File: config.mk
export PLATFORM = sky130hd
export DESIGN_NAME = bbd_decoder
export DESIGN_NICKNAME = d
export VERILOG_FILES = /design/src/hdl/bbd_pkg.sv /design/src/hdl/bbd_decoder.sv
export VERILOG_INCLUDE_DIRS = /design/src /design/src/hdl
export SDC_FILE = /design/constraint.sdc
export NUM_CORES = 1
export LEC_CHECK = 0
export ABC_AREA = 1
export BUFFER_PORTS_ARGS = -buffer_cell sky130_fd_sc_hd__buf_2
export CAP_MARGIN = 20
export CORE_MARGIN = 4
export CORE_UTILIZATION = 40
export CTS_BUF_LIST = sky130_fd_sc_hd__clkbuf_8
export CTS_CLUSTER_DIAMETER = 40
export DETAILED_ROUTE_END_ITERATION = 10
export GPL_TIMING_DRIVEN = 0
export HOLD_SLACK_MARGIN = 0.12
export PLACE_DENSITY = 0.61
export RECOVER_POWER = 100
export SLEW_MARGIN = 40
export SYNTH_ARGS = -nofsm -noshare
export SYNTH_HDL_FRONTEND = slang
export SYNTH_SLANG_ARGS = --single-unit
File: constraint.sdc
create_clock -name sys_clk -period 3 [get_ports sys_clk]
set_clock_uncertainty 0.2 [all_clocks]
set_input_delay 0.15 -clock sys_clk [delete_from_list [all_inputs] [get_ports sys_clk]]
set_output_delay 0.15 -clock sys_clk [all_outputs]
set_load 0.1 [all_outputs]
File: src/hdl/bbd_defs.svh
`ifndef BBD_DEFS_SVH
`define BBD_DEFS_SVH
`define BBD_REG_CTRL 8'h00
`define BBD_REG_STAT 8'h04
`define BBD_REG_LAST 8'h08
`define BBD_REG_CNT 8'h0c
`define BBD_CTRL_HOLD 0
`define BBD_CTRL_PSA 1
`define BBD_CTRL_BANK 11:8
`define BBD_RESP_OKAY 2'h0
`define BBD_RESP_SLVERR 2'h2
`define BBD_FL_ALL 5'h1f
`define BBD_FL_ZN 5'h14
`define BBD_FL_CZN 5'h15
`define BBD_FL_NONE 5'h00
`define BBD_PFX_2ND 4'hf
`define BBD_PFX_FF 4'hc
`define BBD_OPC_AJUMP 8'hef
`define BBD_CYC_ONE 2'h1
`define BBD_CYC_TWO 2'h2
`define BBD_BANK_LO 4'h0
`define BBD_BANK_HI 4'hf
`endif

File: src/hdl/bbd_pkg.sv
package bbd_pkg;
  typedef enum logic [1:0] {ST_ONE, ST_SECOND, ST_FLUSH} bbd_st_t;
  typedef enum logic [5:0] {
    OP_NOP, OP_ADD, OP_ADDC, OP_AND, OP_OR, OP_XOR, OP_COM, OP_DEC,
    OP_INC, OP_DECSZ, OP_INCSZ, OP_DECSNZ, OP_INCSNZ, OP_CPEQ, OP_CPGT,
    OP_CPLT, OP_TSTZ, OP_RLC, OP_RRC, OP_RL, OP_RR, OP_MOVE, OP_SUB,
    OP_SUBB, OP_SUBFB, OP_MUL, OP_FFMOVE, OP_AJUMP, OP_CALL,
    OP_UBRANCH, OP_CBRANCH, OP_BIT, OP_OTHER
  } bbd_op_t;
  typedef struct packed {
    logic        vld;
    logic        nop;
    bbd_op_t     op;
    logic        to_file;
    logic        use_bank;
    logic [11:0] faddr;
    logic [11:0] daddr;
    logic [2:0]  bitpos;
    logic [7:0]  imm;
    logic [19:0] target;
    logic        fast;
    logic        shadow;
    logic [15:0] offset;
    logic [4:0]  flags;
    logic [1:0]  cycles;
    logic        can_skip;
    logic        pc_chg;
    logic        rmw_pins;
    logic        presc_clr;
  } bbd_dec_t;
  typedef struct packed {
    logic        awvalid;
    logic [7:0]  awaddr;
    logic        wvalid;
    logic [31:0] wdata;
    logic [3:0]  wstrb;
    logic        bready;
    logic        arvalid;
    logic [7:0]  araddr;
    logic        rready;
  } bbd_axi_req_t;
  typedef struct packed {
    logic        awready;
    logic        wready;
    logic        bvalid;
    logic [1:0]  bresp;
    logic        arready;
    logic        rvalid;
    logic [31:0] rdata;
    logic [1:0]  rresp;
  } bbd_axi_rsp_t;
  typedef struct packed {
    bbd_st_t      st;
    bbd_op_t      pend;
    logic [11:0]  src;
    logic [7:0]   lo;
    logic         fast;
    bbd_dec_t     dec;
    logic         hold;
    logic         psa;
    logic [3:0]   bank;
    logic [15:0]  last;
    logic [15:0]  cnt;
    logic         aw_got;
    logic [7:0]   awa;
    logic         w_got;
    logic [31:0]  wd;
    logic [3:0]   ws;
    bbd_axi_rsp_t rsp;
  } bbd_state_t;
endpackage

File: src/hdl/bbd_decoder.sv
`timescale 1ns/1ps
`include "bbd_defs.svh"
module bbd_decoder #(
  parameter logic [7:0]  ACCESS_SPLIT = 8'h80,
  parameter logic [11:0] PORT_LO      = 12'hf80,
  parameter logic [11:0] PORT_HI      = 12'hf8f,
  parameter logic [11:0] TIMER_ADDR   = 12'hfc0
) (
  input  logic                  sys_clk,
  input  logic                  rst_b,
  input  logic                  insn_valid,
  input  logic [15:0]           insn_word,
  input  logic                  cond_taken,
  input  bbd_pkg::bbd_axi_req_t axi_req,
  output bbd_pkg::bbd_axi_rsp_t axi_rsp,
  output bbd_pkg::bbd_dec_t     dec_o
);

  bbd_pkg::bbd_state_t s_q;
  bbd_pkg::bbd_state_t s_d;
  bbd_pkg::bbd_dec_t   w;
  logic                take;
  logic                nopw;

  function automatic bbd_pkg::bbd_dec_t dec_word(
    input logic [15:0] iw,
    input logic [3:0]  bank,
    input logic        psa
  );
    bbd_pkg::bbd_dec_t r;
    logic              byte_op;
    r = '0;
    byte_op = 1'b1;
    r.vld = 1'b1;
    r.cycles = `BBD_CYC_ONE;
    r.bitpos = iw[11:9];
    r.imm = iw[7:0];
    r.use_bank = iw[8];
    // Access bank splits between bank zero and the top bank
    if (iw[8]) begin
      r.faddr = {bank, iw[7:0]};
    end else if (iw[7:0] >= ACCESS_SPLIT) begin
      r.faddr = {`BBD_BANK_HI, iw[7:0]};
    end else begin
      r.faddr = {`BBD_BANK_LO, iw[7:0]};
    end
    r.to_file = iw[9];
    r.op = bbd_pkg::OP_OTHER;
    casez (iw[15:8])
      8'b0010_01??: begin
        r.op = bbd_pkg::OP_ADD;
        r.flags = `BBD_FL_ALL;
      end
      8'b0010_00??: begin
        r.op = bbd_pkg::OP_ADDC;
        r.flags = `BBD_FL_ALL;
      end
      8'b0001_01??: begin
        r.op = bbd_pkg::OP_AND;
        r.flags = `BBD_FL_ZN;
      end
      8'b0001_00??: begin
        r.op = bbd_pkg::OP_OR;
        r.flags = `BBD_FL_ZN;
      end
      8'b0001_10??: begin
        r.op = bbd_pkg::OP_XOR;
        r.flags = `BBD_FL_ZN;
      end
      8'b0001_11??: begin
        r.op = bbd_pkg::OP_COM;
        r.flags = `BBD_FL_ZN;
      end
      8'b0000_01??: begin
        r.op = bbd_pkg::OP_DEC;
        r.flags = `BBD_FL_ALL;
      end
      8'b0010_10??: begin
        r.op = bbd_pkg::OP_INC;
        r.flags = `BBD_FL_ALL;
      end
      8'b0010_11??: begin
        r.op = bbd_pkg::OP_DECSZ;
        r.can_skip = 1'b1;
      end
      8'b0011_11??: begin
        r.op = bbd_pkg::OP_INCSZ;
        r.can_skip = 1'b1;
      end
      8'b0100_11??: begin
        r.op = bbd_pkg::OP_DECSNZ;
        r.can_skip = 1'b1;
      end
      8'b0100_10??: begin
        r.op = bbd_pkg::OP_INCSNZ;
        r.can_skip = 1'b1;
      end
      8'b0110_001?: r.op = bbd_pkg::OP_CPEQ;
      8'b0110_010?: r.op = bbd_pkg::OP_CPGT;
      8'b0110_000?: r.op = bbd_pkg::OP_CPLT;
      8'b0110_011?: r.op = bbd_pkg::OP_TSTZ;
      8'b0011_01??: begin
        r.op = bbd_pkg::OP_RLC;
        r.flags = `BBD_FL_CZN;
      end
      8'b0011_00??: begin
        r.op = bbd_pkg::OP_RRC;
        r.flags = `BBD_FL_CZN;
      end
      8'b0100_01??: begin
        r.op = bbd_pkg::OP_RL;
        r.flags = `BBD_FL_ZN;
      end
      8'b0100_00??: begin
        r.op = bbd_pkg::OP_RR;
        r.flags = `BBD_FL_ZN;
      end
      8'b0101_00??: begin
        r.op = bbd_pkg::OP_MOVE;
        r.flags = `BBD_FL_ZN;
      end
      8'b0101_11??: begin
        r.op = bbd_pkg::OP_SUB;
        r.flags = `BBD_FL_ALL;
      end
      8'b0101_10??: begin
        r.op = bbd_pkg::OP_SUBB;
        r.flags = `BBD_FL_ALL;
      end
      8'b0101_01??: begin
        r.op = bbd_pkg::OP_SUBFB;
        r.flags = `BBD_FL_ALL;
      end
      8'b0000_001?: r.op = bbd_pkg::OP_MUL;
      default: byte_op = 1'b0;
    endcase
    casez (iw[15:8])
      8'b1100_????: r.op = bbd_pkg::OP_FFMOVE;
      `BBD_OPC_AJUMP: r.op = bbd_pkg::OP_AJUMP;
      8'b1110_110?: r.op = bbd_pkg::OP_CALL;
      8'b1101_0???: begin
        r.op = bbd_pkg::OP_UBRANCH;
        r.offset = {{5{iw[10]}}, iw[10:0]};
        r.cycles = `BBD_CYC_TWO;
        r.pc_chg = 1'b1;
      end
      8'b1110_0???: begin
        r.op = bbd_pkg::OP_CBRANCH;
        r.offset = {{8{iw[7]}}, iw[7:0]};
        r.can_skip = 1'b1;
      end
      8'b0111_????, 8'b10??_????: r.op = bbd_pkg::OP_BIT;
      8'b1111_????: begin
        r.op = bbd_pkg::OP_NOP;
        r.nop = 1'b1;
      end
      default: r.pc_chg = 1'b0;
    endcase
    // Forms without a destination bit never write back
    if (!byte_op || iw[15:12] == 4'h6 || r.op == bbd_pkg::OP_MUL) begin
      r.to_file = 1'b0;
    end
    if (r.op inside {bbd_pkg::OP_CPEQ, bbd_pkg::OP_CPGT, bbd_pkg::OP_CPLT, bbd_pkg::OP_TSTZ}) begin
      r.can_skip = 1'b1;
    end
    // Port write-back must use pin levels, not the latch
    r.rmw_pins = byte_op && r.to_file && r.faddr >= PORT_LO && r.faddr <= PORT_HI;
    r.presc_clr = byte_op && r.to_file && r.faddr == TIMER_ADDR && psa;
    return r;
  endfunction

  always_comb begin
    s_d = s_q;
    // Valid pulses once; fields hold until the next decode
    s_d.dec.vld = 1'b0;
    take = insn_valid && !s_q.hold;
    nopw = s_q.st == bbd_pkg::ST_FLUSH || cond_taken;
    w = dec_word(insn_word, s_q.bank, s_q.psa);
    if (take) begin
      s_d.last = insn_word;
      s_d.cnt = s_q.cnt + 16'h0001;
      s_d.st = bbd_pkg::ST_ONE;
      // Flushed slot is the idle second cycle of a taken test or branch
      if (nopw) begin
        s_d.dec = '0;
        s_d.dec.vld = 1'b1;
        s_d.dec.nop = 1'b1;
        s_d.dec.cycles = `BBD_CYC_ONE;
      end else if (s_q.st == bbd_pkg::ST_SECOND && insn_word[15:12] == `BBD_PFX_2ND) begin
        s_d.dec = '0;
        s_d.dec.vld = 1'b1;
        s_d.dec.op = s_q.pend;
        s_d.dec.cycles = `BBD_CYC_TWO;
        if (s_q.pend == bbd_pkg::OP_FFMOVE) begin
          s_d.dec.faddr = s_q.src;
          s_d.dec.daddr = insn_word[11:0];
        end else begin
          s_d.dec.target = {insn_word[11:0], s_q.lo};
          s_d.dec.fast = s_q.fast;
          s_d.dec.shadow = s_q.fast && s_q.pend == bbd_pkg::OP_CALL;
          s_d.dec.pc_chg = 1'b1;
        end
      end else if (w.op inside {bbd_pkg::OP_FFMOVE, bbd_pkg::OP_AJUMP, bbd_pkg::OP_CALL}) begin
        // First word alone produces no output
        s_d.st = bbd_pkg::ST_SECOND;
        s_d.pend = w.op;
        s_d.src = insn_word[11:0];
        s_d.lo = insn_word[7:0];
        s_d.fast = insn_word[8] && w.op == bbd_pkg::OP_CALL;
      end else begin
        s_d.dec = w;
        if (w.pc_chg) begin
          s_d.st = bbd_pkg::ST_FLUSH;
        end
      end
    end
    if (cond_taken && !take) begin
      s_d.st = bbd_pkg::ST_FLUSH;
    end
    // Register bus: each channel captured independently
    if (axi_req.awvalid && s_q.rsp.awready) begin
      s_d.aw_got = 1'b1;
      s_d.awa = axi_req.awaddr;
    end
    if (axi_req.wvalid && s_q.rsp.wready) begin
      s_d.w_got = 1'b1;
      s_d.wd = axi_req.wdata;
      s_d.ws = axi_req.wstrb;
    end
    if (s_q.rsp.bvalid && axi_req.bready) begin
      s_d.rsp.bvalid = 1'b0;
    end
    if (s_q.aw_got && s_q.w_got && !s_q.rsp.bvalid) begin
      s_d.aw_got = 1'b0;
      s_d.w_got = 1'b0;
      s_d.rsp.bvalid = 1'b1;
      s_d.rsp.bresp = `BBD_RESP_SLVERR;
      if (s_q.awa == `BBD_REG_CTRL) begin
        s_d.rsp.bresp = `BBD_RESP_OKAY;
        if (s_q.ws[0]) begin
          s_d.hold = s_q.wd[`BBD_CTRL_HOLD];
          s_d.psa = s_q.wd[`BBD_CTRL_PSA];
        end
        if (s_q.ws[1]) begin
          s_d.bank = s_q.wd[`BBD_CTRL_BANK];
        end
      end
    end
    if (s_q.rsp.rvalid && axi_req.rready) begin
      s_d.rsp.rvalid = 1'b0;
    end
    if (axi_req.arvalid && s_q.rsp.arready) begin
      s_d.rsp.rvalid = 1'b1;
      s_d.rsp.rresp = `BBD_RESP_OKAY;
      case (axi_req.araddr)
        `BBD_REG_CTRL: s_d.rsp.rdata = {20'h00000, s_q.bank, 6'h00, s_q.psa, s_q.hold};
        `BBD_REG_STAT: s_d.rsp.rdata = {18'h00000, s_q.dec.op, 6'h00, s_q.st};
        `BBD_REG_LAST: s_d.rsp.rdata = {16'h0000, s_q.last};
        `BBD_REG_CNT:  s_d.rsp.rdata = {16'h0000, s_q.cnt};
        default: begin
          s_d.rsp.rdata = 32'h00000000;
          s_d.rsp.rresp = `BBD_RESP_SLVERR;
        end
      endcase
    end
    // Readies drop while a response waits, so one write is in flight at most
    s_d.rsp.awready = !s_d.aw_got && !s_d.rsp.bvalid;
    s_d.rsp.wready = !s_d.w_got && !s_d.rsp.bvalid;
    s_d.rsp.arready = !s_d.rsp.rvalid;
  end

  always_ff @(posedge sys_clk or negedge rst_b) begin
    if (!rst_b) begin
      s_q <= '0;
    end else begin
      s_q <= s_d;
    end
  end

  assign axi_rsp = s_q.rsp;
  assign dec_o = s_q.dec;

  // Words that open a fresh decode; flushed slots and second words excluded
  logic t1;
  logic t2;
  assign t2 = insn_valid && !s_q.hold && !cond_taken;
  assign t1 = t2 && s_q.st == bbd_pkg::ST_ONE;
endmodule

Word level (Yosys, flattened, before mapping)
Index checks and enable logic that the tools add are counted.

Register bits: 248. Input port bits: 77. Output and inout port bits: 135. Logic and storage cells: 183.

$add $sub $neg: 1. $lt $le $gt $ge: 3. Equality and inequality tests: 51. Muxes and demuxes: 38. Bitwise gates (word level): 2. Reduce and logical (&&, ||, !) cells: 46.

Operator list (number): 2-to-1 mux 94 bit (3); case mux 6 bit (25 select lines) (1); 2-to-1 mux 123 bit (1); == test 6 x 5 -> 1 bit, second input constant (15); case mux 16 bit (4 select lines) (1); == test 6 x 4 -> 1 bit, second input constant (10); 2-to-1 mux 29 bit (2); case mux 6 bit (7 select lines) (1); 2-to-1 mux 37 bit (1); 2-to-1 mux 35 bit (1); case mux 16 bit (2 select lines) (1); == test 7 x 6 -> 1 bit, second input constant (4); 2-to-1 mux 27 bit (1); OR reduction 25 bit (1); == test 6 x 3 -> 1 bit, second input constant (4); 2-to-1 mux 12 bit (2); 2-to-1 mux 24 bit (1); 2-to-1 mux 22 bit (1); logical AND 1 bit (19); adder 16 x 1 -> 16 bit, second input constant (1); == test 8 x 4 -> 1 bit, second input constant (2); logical NOT 8 bit (2); case mux 5 bit (3 select lines) (1); OR reduction 7 bit (2); 30 further kinds (63).

Logic depth before layout (Yosys ltp)
Word-level depth: 15. Depth in mapped cells: 13. Gate-level depth less buffers: 12.

Worst setup path after synthesis
No wires, ideal clock.

Kind: reg-to-reg. Start: reg s_q[124] in the netlist's numbering. End: reg s_q[101] in the netlist's numbering. Setup time: 79 ps. Arrival: 1482 ps. Required time: 2721 ps. Slack: 1238 ps. Cell stages (with the launch flop): 9. Path buffers: 0. Clock period less this slack: 1762 ps. Path through: dfrtp_1 nor2_4 nand2_1 nor3_2 nand3_1 nor2_2 nand2_1 nor2_1 xor2_1.

Longest elaborated chain between the ends: 2.

RTL lines: from (decl) (RTL line bbd_decoder.sv:19) `bbd_pkg::bbd_state_t s_q;`; from (signal assigned) (RTL line bbd_decoder.sv:274) `s_q <= '0;`; from (signal assigned) (RTL line bbd_decoder.sv:276) `s_q <= s_d;`; logical NOT 1 bit; logical AND 1 bit.

No other way between the ends. A chain may end at the register's enable or synchronous reset.

Worst setup path in the final report
Start: in axi_req[1] in the netlist's numbering. End: reg s_q, in the netlist axi_rsp[3].

Longest elaborated chain between the ends: 2. Elaborated cells on any way between the ends: 5.

RTL lines: from (decl) (RTL line bbd_decoder.sv:14) `input bbd_pkg::bbd_axi_req_t axi_req,`; == test 8 x 4 -> 1 bit, or another cell as far along (RTL line bbd_decoder.sv:255) `case (axi_req.araddr)`; case mux 16 bit (4 select lines) (*) (RTL line bbd_decoder.sv:255).

Every way passes the cells marked *; elsewhere a longest branch is shown, timed or not.

==> key figures <==
CTS
  • CTS sink count: 187
  • Clk buf depth: 2
  • H-tree levels: 4
  • CTS clk-pin slew, worst paths: 90 ps
  • Total setup buffers inserted after CTS: 0
  • TritonCTS clock tree: built
  • Worst-Skew Late Latency: 460 ps
  • CTS Buf Count: 17
  • Clk root buf: clkbuf_8
  • # hold bufs at CTS: 69
  • Resized cells post-CTS: 0

Synth
  • Mux share of post-synthesis cell area: 0.707%
  • Area of the mapped netlist: around 0.0096 sq mm
  • Number of synthesis warnings: 0
  • Post-Synth Simple-Gate Area: 24.6%
  • Cells after synthesis: 1,154
  • Compound-Gate Fraction of Synth Area: 8.14%
  • Distinct cell type count after synthesis: 40
  • Mean Syn Cell Area: 8.28 sq um
  • Largest family of logic cells by synthesized area: simple AND/OR/NAND/NOR gates
  • Synth Area in Adders: 0.131%
  • Sequential area share after synthesis: 49.0%
  • FF+latch count, synth: 187
  • XOR/XNOR Fraction of Synth Area: 1.37%

Cells and area
  • Final Cell Area: about 0.012 sq mm
  • Nets: about 1,500
  • Antenna Cells: 0
  • Layout fillers: ~2,400
  • Fraction of layout cells with a size suffix above 1: 19.0%
  • Synthesis-to-finish area growth: 22.5%
  • Post-route insts no fill: 1,752

Setup path
  • Crit-path cells: dlygate4sd3_1, buf_2, or2_2, dlygate4sd3_1, nor4_2, dlygate4sd3_1, nand2_1, nand4_1, nand2_1, nand2_1
  • R2r setup slk: ~310 ps
  • Reg-to-reg endpoint: dec_o[20]
  • CP arrival: 2990 ps
  • Reg2Reg Launch Point: s_q[124]
  • Worst Reg-to-Reg Cells: 6
  • CP peak stage delay: 690 ps
  • Worst Path Required: 3210 ps
  • Slowest-stage cell, CP: dlygate4sd3_1
  • Worst Setup Start Kind: primary input
  • Worst setup path start: axi_req[1]
  • Crit path to: axi_rsp[3]
  • Crit Path Class: in2reg
  • CP Capture Type: flop
  • Crit-path max FO: 5

Placement
  • Placed Cells incl. Taps: 1,652
  • IO Port Bufs: 160
  • Area after DPL: roughly 0.011 sq mm
  • Dpl hpwl: between 15 and 20 mm
  • Placer Congestion: between 0.9 and 1

Floorplanning
  • Die H: 163 um
  • Core area: between 0.02 and 0.025 sq mm
  • FP Rows: 56
  • Die width: 163 um
  • I/O pin total: 212
  • Initial Util: 40.7%
  • Die area: between 0.02 and 0.03 sq mm

Global route
  • Met1 Use GR: between 20% and 30%
  • Global-route wire length before repair: ~43 mm
  • Met2 Resource Use GR: between 30% and 40%
  • Largest net degree at the start of global routing: 75
  • Antenna violations before repair: 0
  • Grt met3 use: between 3 and 4%
  • Top Usage Layer GRT: met2
  • GRT Resource Usage Total: 20.5%
  • Total global routing overflow: 0
  • Vias in the first global route: 7,984

Power and ir drop
  • Pwr Total: 0.00736 W
  • Cell Int Power: 0.00444 W
  • Pwr dens: between 600 and 700 mW/mm^2
  • Comb pwr share: 32.5%
  • Seq pwr share: 43.6%
  • VDD IR max: 641 uV
  • Net Sw Power: 0.00292 W
  • Pleak: ~6.1 nW
  • Clock share of power: 23.9%
  • Net Sw Frac: around two fifths

Timing
  • Final slew viol count: 0
  • Hold_ws: 152 ps
  • Setup-failing EPs final: 0
  • Worst slew pin tran: between 1000 and 1500 ps
  • Min Tclk post-route: 2780 ps
  • Final critical-path share of the clock period: 92.7%
  • Slew HR: 7.09%
  • Max frequency: 360 MHz
  • RSZ-0062 raised after global routing: false
  • Final hold vios: 0

Detailed routing
  • First drt pass iteration count: 5
  • DRC: 0
  • Via count: 8,241
  • Iteration-0 DRC count of the detailed router: 643
  • Antenna Violating Nets Remaining: 0
  • Via/cell ratio: 4.70
  • Routed WL: 26.9 mm
  • Average wire per standard cell: 15.3 um

Run
  • Max-cap violations: 0

Min path
  • Hold Crit Class: in2reg

Status
  • Outcome: complete, no violations
[sequential cells by signal, indices dropped and copies added, names as in the netlist]
name,count
dec_o,87
s_q,77
axi_rsp,23
[placed cells by master, fill, tap and decap left out, types with 7 or more instances in the layout]
cell type and instances:
clkbuf_8 20, nand2_1 388, a21oi_1 8, nor2_1 56, dlygate4sd3_1 68, buf_4 142
nor3_1 7, clkbuf_2 11, inv_1 72, conb_1 18, xor2_1 13, nand3_1 73
o21ai_0 92, buf_2 52, nand4_1 9, o31ai_1 8, o21ai_1 10, clkbuf_1 127
dfrtp_1 187
[area by class of cell]
class	count	area [sq um]	share of cell area [%]
Clock buffer	20	275	2.35
Clock inverter	11	133	1.13
Tap cell	319	399	3.41
Timing Repair Buffer	231	1350	11.5
Sequential cell	187	4680	40.0
Buffer	172	1220	10.4
Multi-Input combinational cell	733	3350	28.6
Inverter	79	297	2.53
[worst min path at each step]
stage | startpoint | to | slack (ps) | cells after the start
final | axi_req[2] | axi_rsp[2] | 150 | 7
after global routing | axi_req[2] | axi_rsp[2] | 200 | 7
after CTS | axi_req[47] | s_q[77] | 120 | 5
after detailed placement | rst_b | axi_rsp[10] | -100 | 1
after global placement | axi_req[52] | s_q[82] | 140 | 3
after floorplan | rst_b | axi_rsp[10] | -350 | 0
[layer usage]
metal  wire (um)  share of wire (%)
met1       12800                 47
met2       12300                 46
met3        1460                5.4
met4         323                1.2
met5           0                  0
[stage by stage]
| stage | setup WS, ps | util [%] | setup TNS (ps) |
|---|---|---|---|
| after global placement | -1570 | 46.1 | -289630 |
| after floorplan | 1240 | - | 0 |
| final | 219 | 49.9 | 0 |
| after CTS | 236 | 51.2 | 0 |
| after detailed placement | 652 | 46.4 | 0 |
| after global routing | 24.2 | 49.9 | 0 |
[worst max-delay path, delay by kind of cell]
| kind | cells | cell delay [ps] |
|---|---|---|
| simple gates | 6 | 890 |
| buf+inv | 4 | 1940 |
[Yosys cell counts (all sizes together)]
library cell | instances | area, sq um
a21oi | 11 | 66.3
mux2 | 6 | 67.6
xor2 | 13 | 114
nor4 | 2 | 12.5
ha | 1 | 12.5
or2 | 2 | 12.5
xnor2 | 2 | 17.5
a22oi | 5 | 37.5
nand4 | 9 | 56.3
nor3 | 8 | 50.1
a32oi | 1 | 8.76
o21a | 3 | 22.5
clkbuf | 8 | 30.0
dfrtp | 187 | 4680
clkinv | 2 | 7.51
a22o | 2 | 17.5
nor3b | 1 | 7.51
o21ai | 103 | 519
nor2 | 67 | 334
o31ai | 8 | 60.1
o211ai | 2 | 15.0
nand2 | 391 | 1480
conb | 1 | 3.75
buf | 164 | 1210
inv | 77 | 289
o22ai | 5 | 31.3
nand3 | 73 | 395
[power by group through the flow]
stage	Clock (W)	Sequential (W)	Combinational, W
2_1_floorplan	0	0.00316	0.00182
3_3_place_gp	0	0.00324	0.00222
3_5_place_dp	0	0.00325	0.00225
4_1_cts	0.00179	0.00321	0.00247
5_1_grt	0.00191	0.00326	0.00260
6_report	0.00176	0.00321	0.00239
[kinds of logic (layout without fill, tap and decap cells)]
group,Yosys count,in the layout
AOI/OAI and AO/OA,140,140
xor gates and xnor gates,15,15
adders and majority gates,1,1
buffers and inverters,251,513
DFF,187,187
muxes,6,6
other,1,18
and+or+nand+nor,553,553
Note: power is estimated with default switching activity, not from simulation.
